**config.mk**
```make
export PLATFORM = sky130hd
export DESIGN_NAME = error_status_and_doorbell
export DESIGN_NICKNAME = d
export VERILOG_FILES = /design/src/rtl/error_status_pkg.sv /design/src/rtl/error_status_and_doorbell.sv
export SDC_FILE = /design/constraint.sdc
export NUM_CORES = 1
export LEC_CHECK = 0
export ABC_CLOCK_PERIOD_IN_PS = 1790
export BUFFER_PORTS_ARGS = -buffer_cell sky130_fd_sc_hd__buf_2
export CORE_MARGIN = 2
export CORE_UTILIZATION = 38
export CTS_CLUSTER_SIZE = 12
export DETAILED_ROUTE_END_ITERATION = 10
export GPL_ROUTABILITY_DRIVEN = 0
export PLACE_DENSITY = 0.76
export SYNTH_ARGS = -nofsm -noshare
export SYNTH_HDL_FRONTEND = slang
export SYNTH_SLANG_ARGS = --single-unit
```
**constraint.sdc**
```tcl
create_clock -name clock -period 1.79 [get_ports clock]
set_clock_uncertainty 0.15 [all_clocks]
set_input_delay 0.358 -clock clock [delete_from_list [all_inputs] [get_ports clock]]
set_output_delay 0.358 -clock clock [all_outputs]
set_load 0.05 [all_outputs]
```
**src/rtl/error_status_pkg.sv**
```systemverilog
// Constants shared by the error status and doorbell logic.
// Assumes the includer runs on one controller clock.
package error_status_pkg;

    // Expansion ports: connectors, address lines and port width.
    localparam int XP_DATA_W  = 16;
    localparam int XP_ADDR_W  = 3;
    localparam int XP_CONN_N  = 2;
    localparam int XP_PORT_W  = XP_ADDR_W + 1;

    // Error status buffer byte offsets.
    localparam logic [3:0] HARD_ERROR_WORD_OFS = 4'h0;
    localparam logic [3:0] SOFT_ERROR_BYTE_OFS = 4'h2;

    // Hard error word bit positions.
    localparam int HE_RAM      = 3;
    localparam int HE_ROM      = 4;
    localparam int HE_SEEK_BSY = 5;
    localparam int HE_FORMAT   = 6;
    localparam int HE_EOM      = 7;
    localparam int HE_SECSIZE  = 8;
    localparam int HE_DIAG     = 9;
    localparam int HE_NO_INDEX = 10;
    localparam int HE_BAD_CMD  = 11;
    localparam int HE_NO_SECT  = 12;
    localparam int HE_BAD_ADDR = 13;
    localparam int HE_NOT_RDY  = 14;
    localparam int HE_WPROT    = 15;

    // Soft error byte bit positions.
    localparam int SE_DATA_ECC = 3;
    localparam int SE_ID_ECC   = 4;
    localparam int SE_DRIVE    = 5;
    localparam int SE_CYL_MIS  = 6;
    localparam int SE_SEEK     = 7;

    // Posted operation status: uncorrectable marker.
    localparam int OS_UNCORR = 6;

    // Reset values.
    localparam logic [15:0] HARD_RESET = 16'h0000;
    localparam logic [7:0]  SOFT_RESET = 8'h00;
    localparam logic [7:0]  BYTE_ZERO  = 8'h00;

    // Doorbell values and channel control byte 0 code.
    localparam logic [7:0] WAKE_CLEAR_IRQ = 8'h00;
    localparam logic [7:0] WAKE_START     = 8'h01;
    localparam logic [7:0] CCB_HOST_PROG  = 8'h03;

    // Function codes.
    localparam logic [7:0] FUNC_XFER_STATUS   = 8'h01;
    localparam logic [7:0] FUNC_EXP_TRANSFER  = 8'h0d;
    localparam logic [7:0] FUNC_LAST_FIRMWARE = 8'h0f;
    localparam logic [7:0] FUNC_RUN_RESIDENT  = 8'h10;

    // Controller activity.
    typedef enum logic [1:0] {
        MODE_IDLE,
        MODE_FIRMWARE,
        MODE_HOST_PROG,
        MODE_RESIDENT
    } run_mode_t;

endpackage : error_status_pkg

```
**src/rtl/error_status_and_doorbell.sv**
```systemverilog
// Error status words, doorbell decode and expansion port access of the disk controller.
// Assumes all inputs are synchronous to clock and fault inputs are one-cycle pulses.
`timescale 1ns/1ps

module error_status_and_doorbell
    import error_status_pkg::*;
#(
    parameter int DATA_W = error_status_pkg::XP_DATA_W,
    parameter int ADDR_W = error_status_pkg::XP_ADDR_W
) (
    // Clock and reset.
    input  wire logic                 clock,
    input  wire logic                 rstn,
    // Host wake-up port and channel control byte 0.
    input  wire logic                 wake_wr,
    input  wire logic [7:0]           wake_data,
    input  wire logic [7:0]           ccb_byte0,
    // Command from the invocation block.
    input  wire logic                 cmd_valid,
    input  wire logic [7:0]           cmd_func,
    input  wire logic                 cmd_done,
    input  wire logic                 cmd_uncorrectable,
    // Fault events.
    input  wire logic                 ram_fault,
    input  wire logic                 rom_fault,
    input  wire logic                 seek_underway_req,
    input  wire logic                 spare_flag,
    input  wire logic                 defective_spare_flag,
    input  wire logic                 unassigned_spare_access,
    input  wire logic                 end_of_media,
    input  wire logic                 sector_size_mismatch,
    input  wire logic                 diag_fault,
    input  wire logic                 no_index,
    input  wire logic                 sector_not_found,
    input  wire logic                 bad_disk_address,
    input  wire logic                 unit_not_ready,
    input  wire logic                 write_protected_write,
    input  wire logic                 data_field_code_err,
    input  wire logic                 id_field_code_err,
    input  wire logic                 rw_fault,
    input  wire logic                 positioner_fault,
    input  wire logic                 power_fault,
    input  wire logic                 speed_fault,
    input  wire logic                 cylinder_miscompare,
    input  wire logic                 seek_failure,
    // Status seen by the host.
    output logic [15:0]               hard_error_word,
    output logic [7:0]                soft_error_byte,
    output logic [7:0]                op_status,
    output logic                      host_irq,
    // Launch control.
    output run_mode_t                 run_mode,
    output logic                      fetch_invocation,
    output logic                      fetch_host_program,
    output logic                      params_in_invocation,
    output logic                      start_resident,
    // Expansion port request from the local processor.
    input  wire logic                 xp_req,
    input  wire logic                 xp_write,
    input  wire logic [ADDR_W:0]      xp_port,
    input  wire logic [DATA_W-1:0]    xp_wdata,
    output logic [DATA_W-1:0]         xp_rdata,
    output logic                      xp_ack,
    // Expansion connector pins, shared by both connectors except xb_cs, which has one chip select per connector.
    output logic [1:0]                xb_cs,
    output logic [ADDR_W-1:0]         xb_addr,
    output logic                      xb_rd,
    output logic                      xb_wr,
    output logic [DATA_W-1:0]         xb_dout,
    output logic                      xb_doe_n,
    input  wire logic [DATA_W-1:0]    xb_din
);

    // Elaboration check: the connectors carry a fixed bus shape.
    if (DATA_W != XP_DATA_W || ADDR_W != XP_ADDR_W) begin : g_bad_shape
        $error("Expansion bus must be sixteen data and three address lines.");
    end

    // Next values and decoded events of the status group.
    logic [15:0]  next_hard;
    logic [7:0]   next_soft;
    logic [7:0]   next_op_status;
    logic [15:0]  hard_events;
    logic [7:0]   soft_events;
    logic         clear_errors;
    logic         func_invalid;

    // Events fold into the words; an event in a clearing cycle survives.
    always_comb begin
        // Codes above the last firmware code are unknown, except the resident one.
        func_invalid = cmd_valid && (cmd_func > FUNC_LAST_FIRMWARE)
                       && (cmd_func != FUNC_RUN_RESIDENT);
        clear_errors = cmd_valid && (cmd_func != FUNC_XFER_STATUS);
        hard_events = HARD_RESET;
        hard_events[HE_RAM]      = ram_fault;
        hard_events[HE_ROM]      = rom_fault;
        hard_events[HE_SEEK_BSY] = seek_underway_req;
        hard_events[HE_FORMAT]   = (spare_flag && defective_spare_flag)
                                   || unassigned_spare_access;
        hard_events[HE_EOM]      = end_of_media;
        hard_events[HE_SECSIZE]  = sector_size_mismatch;
        hard_events[HE_DIAG]     = diag_fault;
        hard_events[HE_NO_INDEX] = no_index;
        hard_events[HE_BAD_CMD]  = func_invalid;
        hard_events[HE_NO_SECT]  = sector_not_found;
        hard_events[HE_BAD_ADDR] = bad_disk_address;
        hard_events[HE_NOT_RDY]  = unit_not_ready;
        hard_events[HE_WPROT]    = write_protected_write;
        soft_events = SOFT_RESET;
        soft_events[SE_DATA_ECC] = data_field_code_err;
        soft_events[SE_ID_ECC]   = id_field_code_err;
        soft_events[SE_DRIVE]    = rw_fault || positioner_fault
                                   || power_fault || speed_fault;
        soft_events[SE_CYL_MIS]  = cylinder_miscompare;
        soft_events[SE_SEEK]     = seek_failure;
        next_hard = (clear_errors ? HARD_RESET : hard_error_word) | hard_events;
        next_soft = (clear_errors ? SOFT_RESET : soft_error_byte) | soft_events;
        // Bits 0 to 2 are never set, so they read as zero.
        next_hard[2:0] = HARD_RESET[2:0];
        next_soft[2:0] = SOFT_RESET[2:0];
        next_op_status = op_status;
        if (cmd_done) begin
            next_op_status = BYTE_ZERO;
            next_op_status[OS_UNCORR] = cmd_uncorrectable;
        end
    end

    // Error words and posted status registers.
    always_ff @(posedge clock or negedge rstn) begin
        if (!rstn) begin
            hard_error_word <= HARD_RESET;
            soft_error_byte <= SOFT_RESET;
            op_status       <= BYTE_ZERO;
        end else begin
            hard_error_word <= next_hard;
            soft_error_byte <= next_soft;
            op_status       <= next_op_status;
        end
    end

    // Next values of the launch group.
    run_mode_t next_mode;
    logic      next_irq;
    logic      next_fetch_inv;
    logic      next_fetch_host;
    logic      next_params_inv;
    logic      next_start_res;
    logic      wake_start;

    // Doorbell decode and launch sequencing.
    // A start written outside idle is ignored rather than queued.
    always_comb begin
        wake_start      = wake_wr && (wake_data == WAKE_START);
        next_mode       = run_mode;
        next_fetch_inv  = 1'b0;
        next_fetch_host = 1'b0;
        next_start_res  = 1'b0;
        next_params_inv = params_in_invocation;
        // Completion raises the interrupt; a clear in the same cycle loses.
        next_irq = cmd_done
                   || (host_irq && !(wake_wr && wake_data == WAKE_CLEAR_IRQ));
        case (run_mode)
            MODE_IDLE: begin
                if (wake_start && ccb_byte0 == CCB_HOST_PROG) begin
                    next_mode       = MODE_HOST_PROG;
                    next_fetch_host = 1'b1;
                    next_params_inv = 1'b1;
                end else if (wake_start) begin
                    next_mode       = MODE_FIRMWARE;
                    next_fetch_inv  = 1'b1;
                    next_params_inv = 1'b0;
                end
            end
            MODE_FIRMWARE: begin
                if (cmd_valid && cmd_func == FUNC_RUN_RESIDENT) begin
                    next_mode      = MODE_RESIDENT;
                    next_start_res = 1'b1;
                end else if (cmd_done) begin
                    next_mode = MODE_IDLE;
                end
            end
            MODE_HOST_PROG,
            MODE_RESIDENT: begin
                if (cmd_done) begin
                    next_mode = MODE_IDLE;
                end
            end
            default: begin
                next_mode = MODE_IDLE;
            end
        endcase
    end

    // Launch registers.
    always_ff @(posedge clock or negedge rstn) begin
        if (!rstn) begin
            run_mode             <= MODE_IDLE;
            host_irq             <= 1'b0;
            fetch_invocation     <= 1'b0;
            fetch_host_program   <= 1'b0;
            params_in_invocation <= 1'b0;
            start_resident       <= 1'b0;
        end else begin
            run_mode             <= next_mode;
            host_irq             <= next_irq;
            fetch_invocation     <= next_fetch_inv;
            fetch_host_program   <= next_fetch_host;
            params_in_invocation <= next_params_inv;
            start_resident       <= next_start_res;
        end
    end

    // Next values of the expansion pin group.
    logic [1:0]          next_cs;
    logic [ADDR_W-1:0]   next_addr;
    logic                next_rd;
    logic                next_wr;
    logic [DATA_W-1:0]   next_dout;
    logic                next_doe_n;
    logic [DATA_W-1:0]   next_rdata;
    logic                next_ack;
    logic                busy;

    // Port access: strobe one cycle, then capture and acknowledge.
    // The acknowledge cycle counts as busy as well, so a caller may hold its
    // request up to the edge at which it sees the acknowledge without the
    // request being taken a second time.
    // A request that arrives while busy is ignored; callers hold it until ack.
    // Limitation: back-to-back requests are three cycles apart, not two.
    always_comb begin
        busy       = xb_rd || xb_wr || xp_ack;
        next_cs    = 2'b00;
        next_addr  = xb_addr;
        next_rd    = 1'b0;
        next_wr    = 1'b0;
        next_dout  = xb_dout;
        next_doe_n = 1'b1;
        next_rdata = xp_rdata;
        next_ack   = xb_rd || xb_wr;
        if (xb_rd) begin
            next_rdata = xb_din;
        end
        if (xp_req && !busy) begin
            next_cs[xp_port[ADDR_W]] = 1'b1;
            next_addr  = xp_port[ADDR_W-1:0];
            next_rd    = !xp_write;
            next_wr    = xp_write;
            next_dout  = xp_wdata;
            next_doe_n = !xp_write;
        end
    end

    // Expansion pin registers.
    always_ff @(posedge clock or negedge rstn) begin
        if (!rstn) begin
            xb_cs    <= 2'b00;
            xb_addr  <= '0;
            xb_rd    <= 1'b0;
            xb_wr    <= 1'b0;
            xb_dout  <= '0;
            xb_doe_n <= 1'b1;
            xp_rdata <= '0;
            xp_ack   <= 1'b0;
        end else begin
            xb_cs    <= next_cs;
            xb_addr  <= next_addr;
            xb_rd    <= next_rd;
            xb_wr    <= next_wr;
            xb_dout  <= next_dout;
            xb_doe_n <= next_doe_n;
            xp_rdata <= next_rdata;
            xp_ack   <= next_ack;
        end
    end

endmodule : error_status_and_doorbell

```
==> impl_metrics.csv <==
group,metric,value,unit
outcome,status,"complete, no violations",
clock_tree,clockBufferDepth,2,
clock_tree,path_clk_slew,0.07,ns
synth,synth_xor_area_share,0,%
synth,synth_top_family_by_area,"multiplexers",
global_route,grt_pass1_wl,9.01,mm
synth,ys.flop_type,"dfrtp_1",
synth,ys_types,30,
layout,nFillCells,572,
layout,area_growth,43.3,%
sta,slew_violations,0,
clock_tree,numClockSinks,67,
routing,ant_nets,0,
floorplan,num_rows,30,
floorplan,initial_utilization,39.0,%
synth,synth_top_area_cell,"dfrtp_1",
synth,synth_compound_area_share,6.79,%
critical_path,crit_slowest_cell,"dfrtp_2",
critical_path,worst-path-max-fanout,17,
power,p_per_area,1340,nW/um^2
global_route,grt_max_degree,30,
floorplan,core-area,6720,um^2
synth,yosys-mux-area-fraction,16.3,%
layout,drive_gt1_share,62.0,%
synth,yosysSeqAreaShare,64.1,%
layout,multi_input_area,840,um^2
critical_path,critPathKind,"flip-flop to output port",
synth,synth_edf_count,0,
synth,synth_seq_cells,67,
routing,vias,2008,
sta,fmax,588,MHz
routing,drt_pass1_iterations,4,
layout,seq_area,1680,um^2
clock_tree,post-cts-setup-buffer-count,0,
clock_tree,clk_latency,0.33,ns
sta,rsz0062_at_grt,"false",
place,place_hpwl,4.58,mm
synth,yosys.area_share.simple,6.36,%
critical_path,cp.arrival,1.19,ns
place,portBuffers,156,
sta,min_period,1.70,ns
global_route,grt_use_total,15.7,%
routing,wl_per_cell,13.1,um
power,vdd_drop_max,0.533,mV
critical_path,crit_family,"buffers and inverters",
place,pre_cts_ws,0.107,ns
synth,yosysWarnings,0,
routing,drc,0,
sta,setup_viol,0,
global_route,overflow,0,
routing,drt-total-wl,5.69,mm
critical_path,crit_required,1.28,ns
critical_path,r2r_setup_slack,0.11,ns
critical_path,cp-start-kind,"flip-flop",
routing,via_per_inst,4.64,
sta,tns,0,ns
critical_path,crit_path_end_kind,"output port",
hold_path,hp-class,"input pin to flip-flop",
run,drv_cap,0,
sta,hold_viol,0,
synth,netlist_area,2620,um^2
clock_tree,cts_root_buffer,"clkbuf_8",
synth,async_flop_share,100,%
sta,layout_worst_path_cycle_share,95.1,%
synth,ys_top_cells_by_area,"dfrtp_1, mux2_2, a21o_1, buf_4, buf_6",
critical_path,cp_num_buf_inv,2,
layout,diodes,0,
global_route,grt_pass1_vias,2017,
floorplan,ioPinCount,170,
power,power.leakage,1.94,nW
routing,drt_iter0_drc,71,
global_route,antenna_found_initial,0,
floorplan,fp.dieW,87.0,um
clock_tree,cts_tree,"yes",
clock_tree,cts_max_level,3,
synth,synth_top_area_share,63.1,%
critical_path,cp_slowest_stage_delay,0.36,ns
critical_path,path_cells,"buf_4, clkbuf_4",
layout,fin_util,55.8,%
synth,synthAdderAreaFrac,0,%
power,total_power,0.00504,W
layout,nNetsFinal,438,
floorplan,die_y,87.0,um
sta,fin_ws,0.0881,ns
synth,synth_cells,179,
clock_tree,numCtsBuffers,9,
floorplan,dieArea,7570,um^2
synth,syn_avg_cell_area,14.6,um^2
cell usage after synthesis, types with 2 or more instances:
cell / count
a21o_1: 17
and2_1: 2
buf_2: 2
buf_4: 13
buf_6: 3
dfrtp_1: 66
inv_1: 5
mux2_2: 37
nand2_1: 2
nand4_1: 3
nor2_1: 6
nor2b_1: 2
nor3_1: 2
nor4_1: 2
o221ai_1: 2
routing by layer:
layer	wire length (um)	share of wire (%)	global-route usage [%]
met1	2150	38	17.1
met2	3020	53	27.3
met3	451	7.9	6.35
met4	63	1.1	5.97
met5	0	0	0
power by group:
group	switching [W]	internal (W)
Sequential	0.000127	0.00178
Clock	0.000538	0.000781
Combinational	0.00130	0.000516
cells in the final DEF, fill, tap and decap left out, types with 2 or more instances in the layout:
master | synthesis | layout
a21o_1 | 17 | 17
and2_1 | 2 | 2
buf_12 | 0 | 4
buf_2 | 2 | 155
buf_4 | 13 | 4
bufinv_16 | 0 | 2
clkbuf_1 | 1 | 2
clkbuf_8 | 0 | 9
clkinv_2 | 0 | 2
conb_1 | 1 | 13
dfrtp_1 | 66 | 65
inv_1 | 5 | 5
mux2_2 | 37 | 32
mux2_4 | 0 | 5
nand2_1 | 2 | 2
nand4_1 | 3 | 3
nor2_1 | 6 | 6
nor2b_1 | 2 | 2
nor3_1 | 2 | 2
nor4_1 | 2 | 2
o221ai_1 | 2 | 2
cell type report:
cell class                 count  area share (%)
clock buffer                  11            3.50
clock inverter                 5            2.07
inverter                       5           0.501
multi-input combinational    100            22.4
sequential                    67            44.8
tap                           80            2.67
timing repair buffer         165            24.1
through the flow:
stage / area (um^2) / instances / hold WS [ns]
3_5_place_dp: 3530 / 416 / 0.180
3_3_place_gp: 3530 / 416 / 0.175
6_report: 3750 / 433 / 0.0318
4_1_cts: 3750 / 433 / 0.0170
2_1_floorplan: 2680 / 191 / -0.0876
5_1_grt: 3750 / 433 / 0.0116
what timing repair did:
action                                 in CTS  in global routing
resized for setup                           0                  1
endpoints found under the hold margin      15                  0
hold buffers                                1                  0
setup endpoints to repair                   0                  1
kinds of logic (layout without fill, tap and decap cells):
logic type / after synthesis / count (layout)
AO/OA/AOI/OAI: 23 / 23
buffers and inverters: 24 / 186
flip-flops: 67 / 67
multiplexers: 38 / 38
other: 1 / 13
AND/OR/NAND/NOR: 26 / 26
worst paths after layout:
kind | startpoint | end | cells past startpoint
min in group asynchronous | rstn | xb_addr[1] | 2
hold reg to reg | soft_error_byte[6] | soft_error_byte[6] | 1
setup reg to reg | xb_wr | xb_dout[4] | 4
setup / recovery | xb_rd | xb_rd | 2
hold / removal | xp_write | xb_doe_n | 2
max in group asynchronous | rstn | hard_error_word[7] | 3
flip-flops by register name, indices dropped and copies added, names as in the netlist:
register	flops
fetch_host_program	1
fetch_invocation	1
hard_error_word	13
host_irq	1
op_status	1
params_in_invocation	1
run_mode	2
soft_error_byte	5
start_resident	1
xb_addr	3
xb_cs	2
xb_doe_n	1
xb_dout	16
xb_rd	1
xb_wr	1
xp_ack	1
xp_rdata	16
No activity file was read; power rests on OpenSTA's default activity.
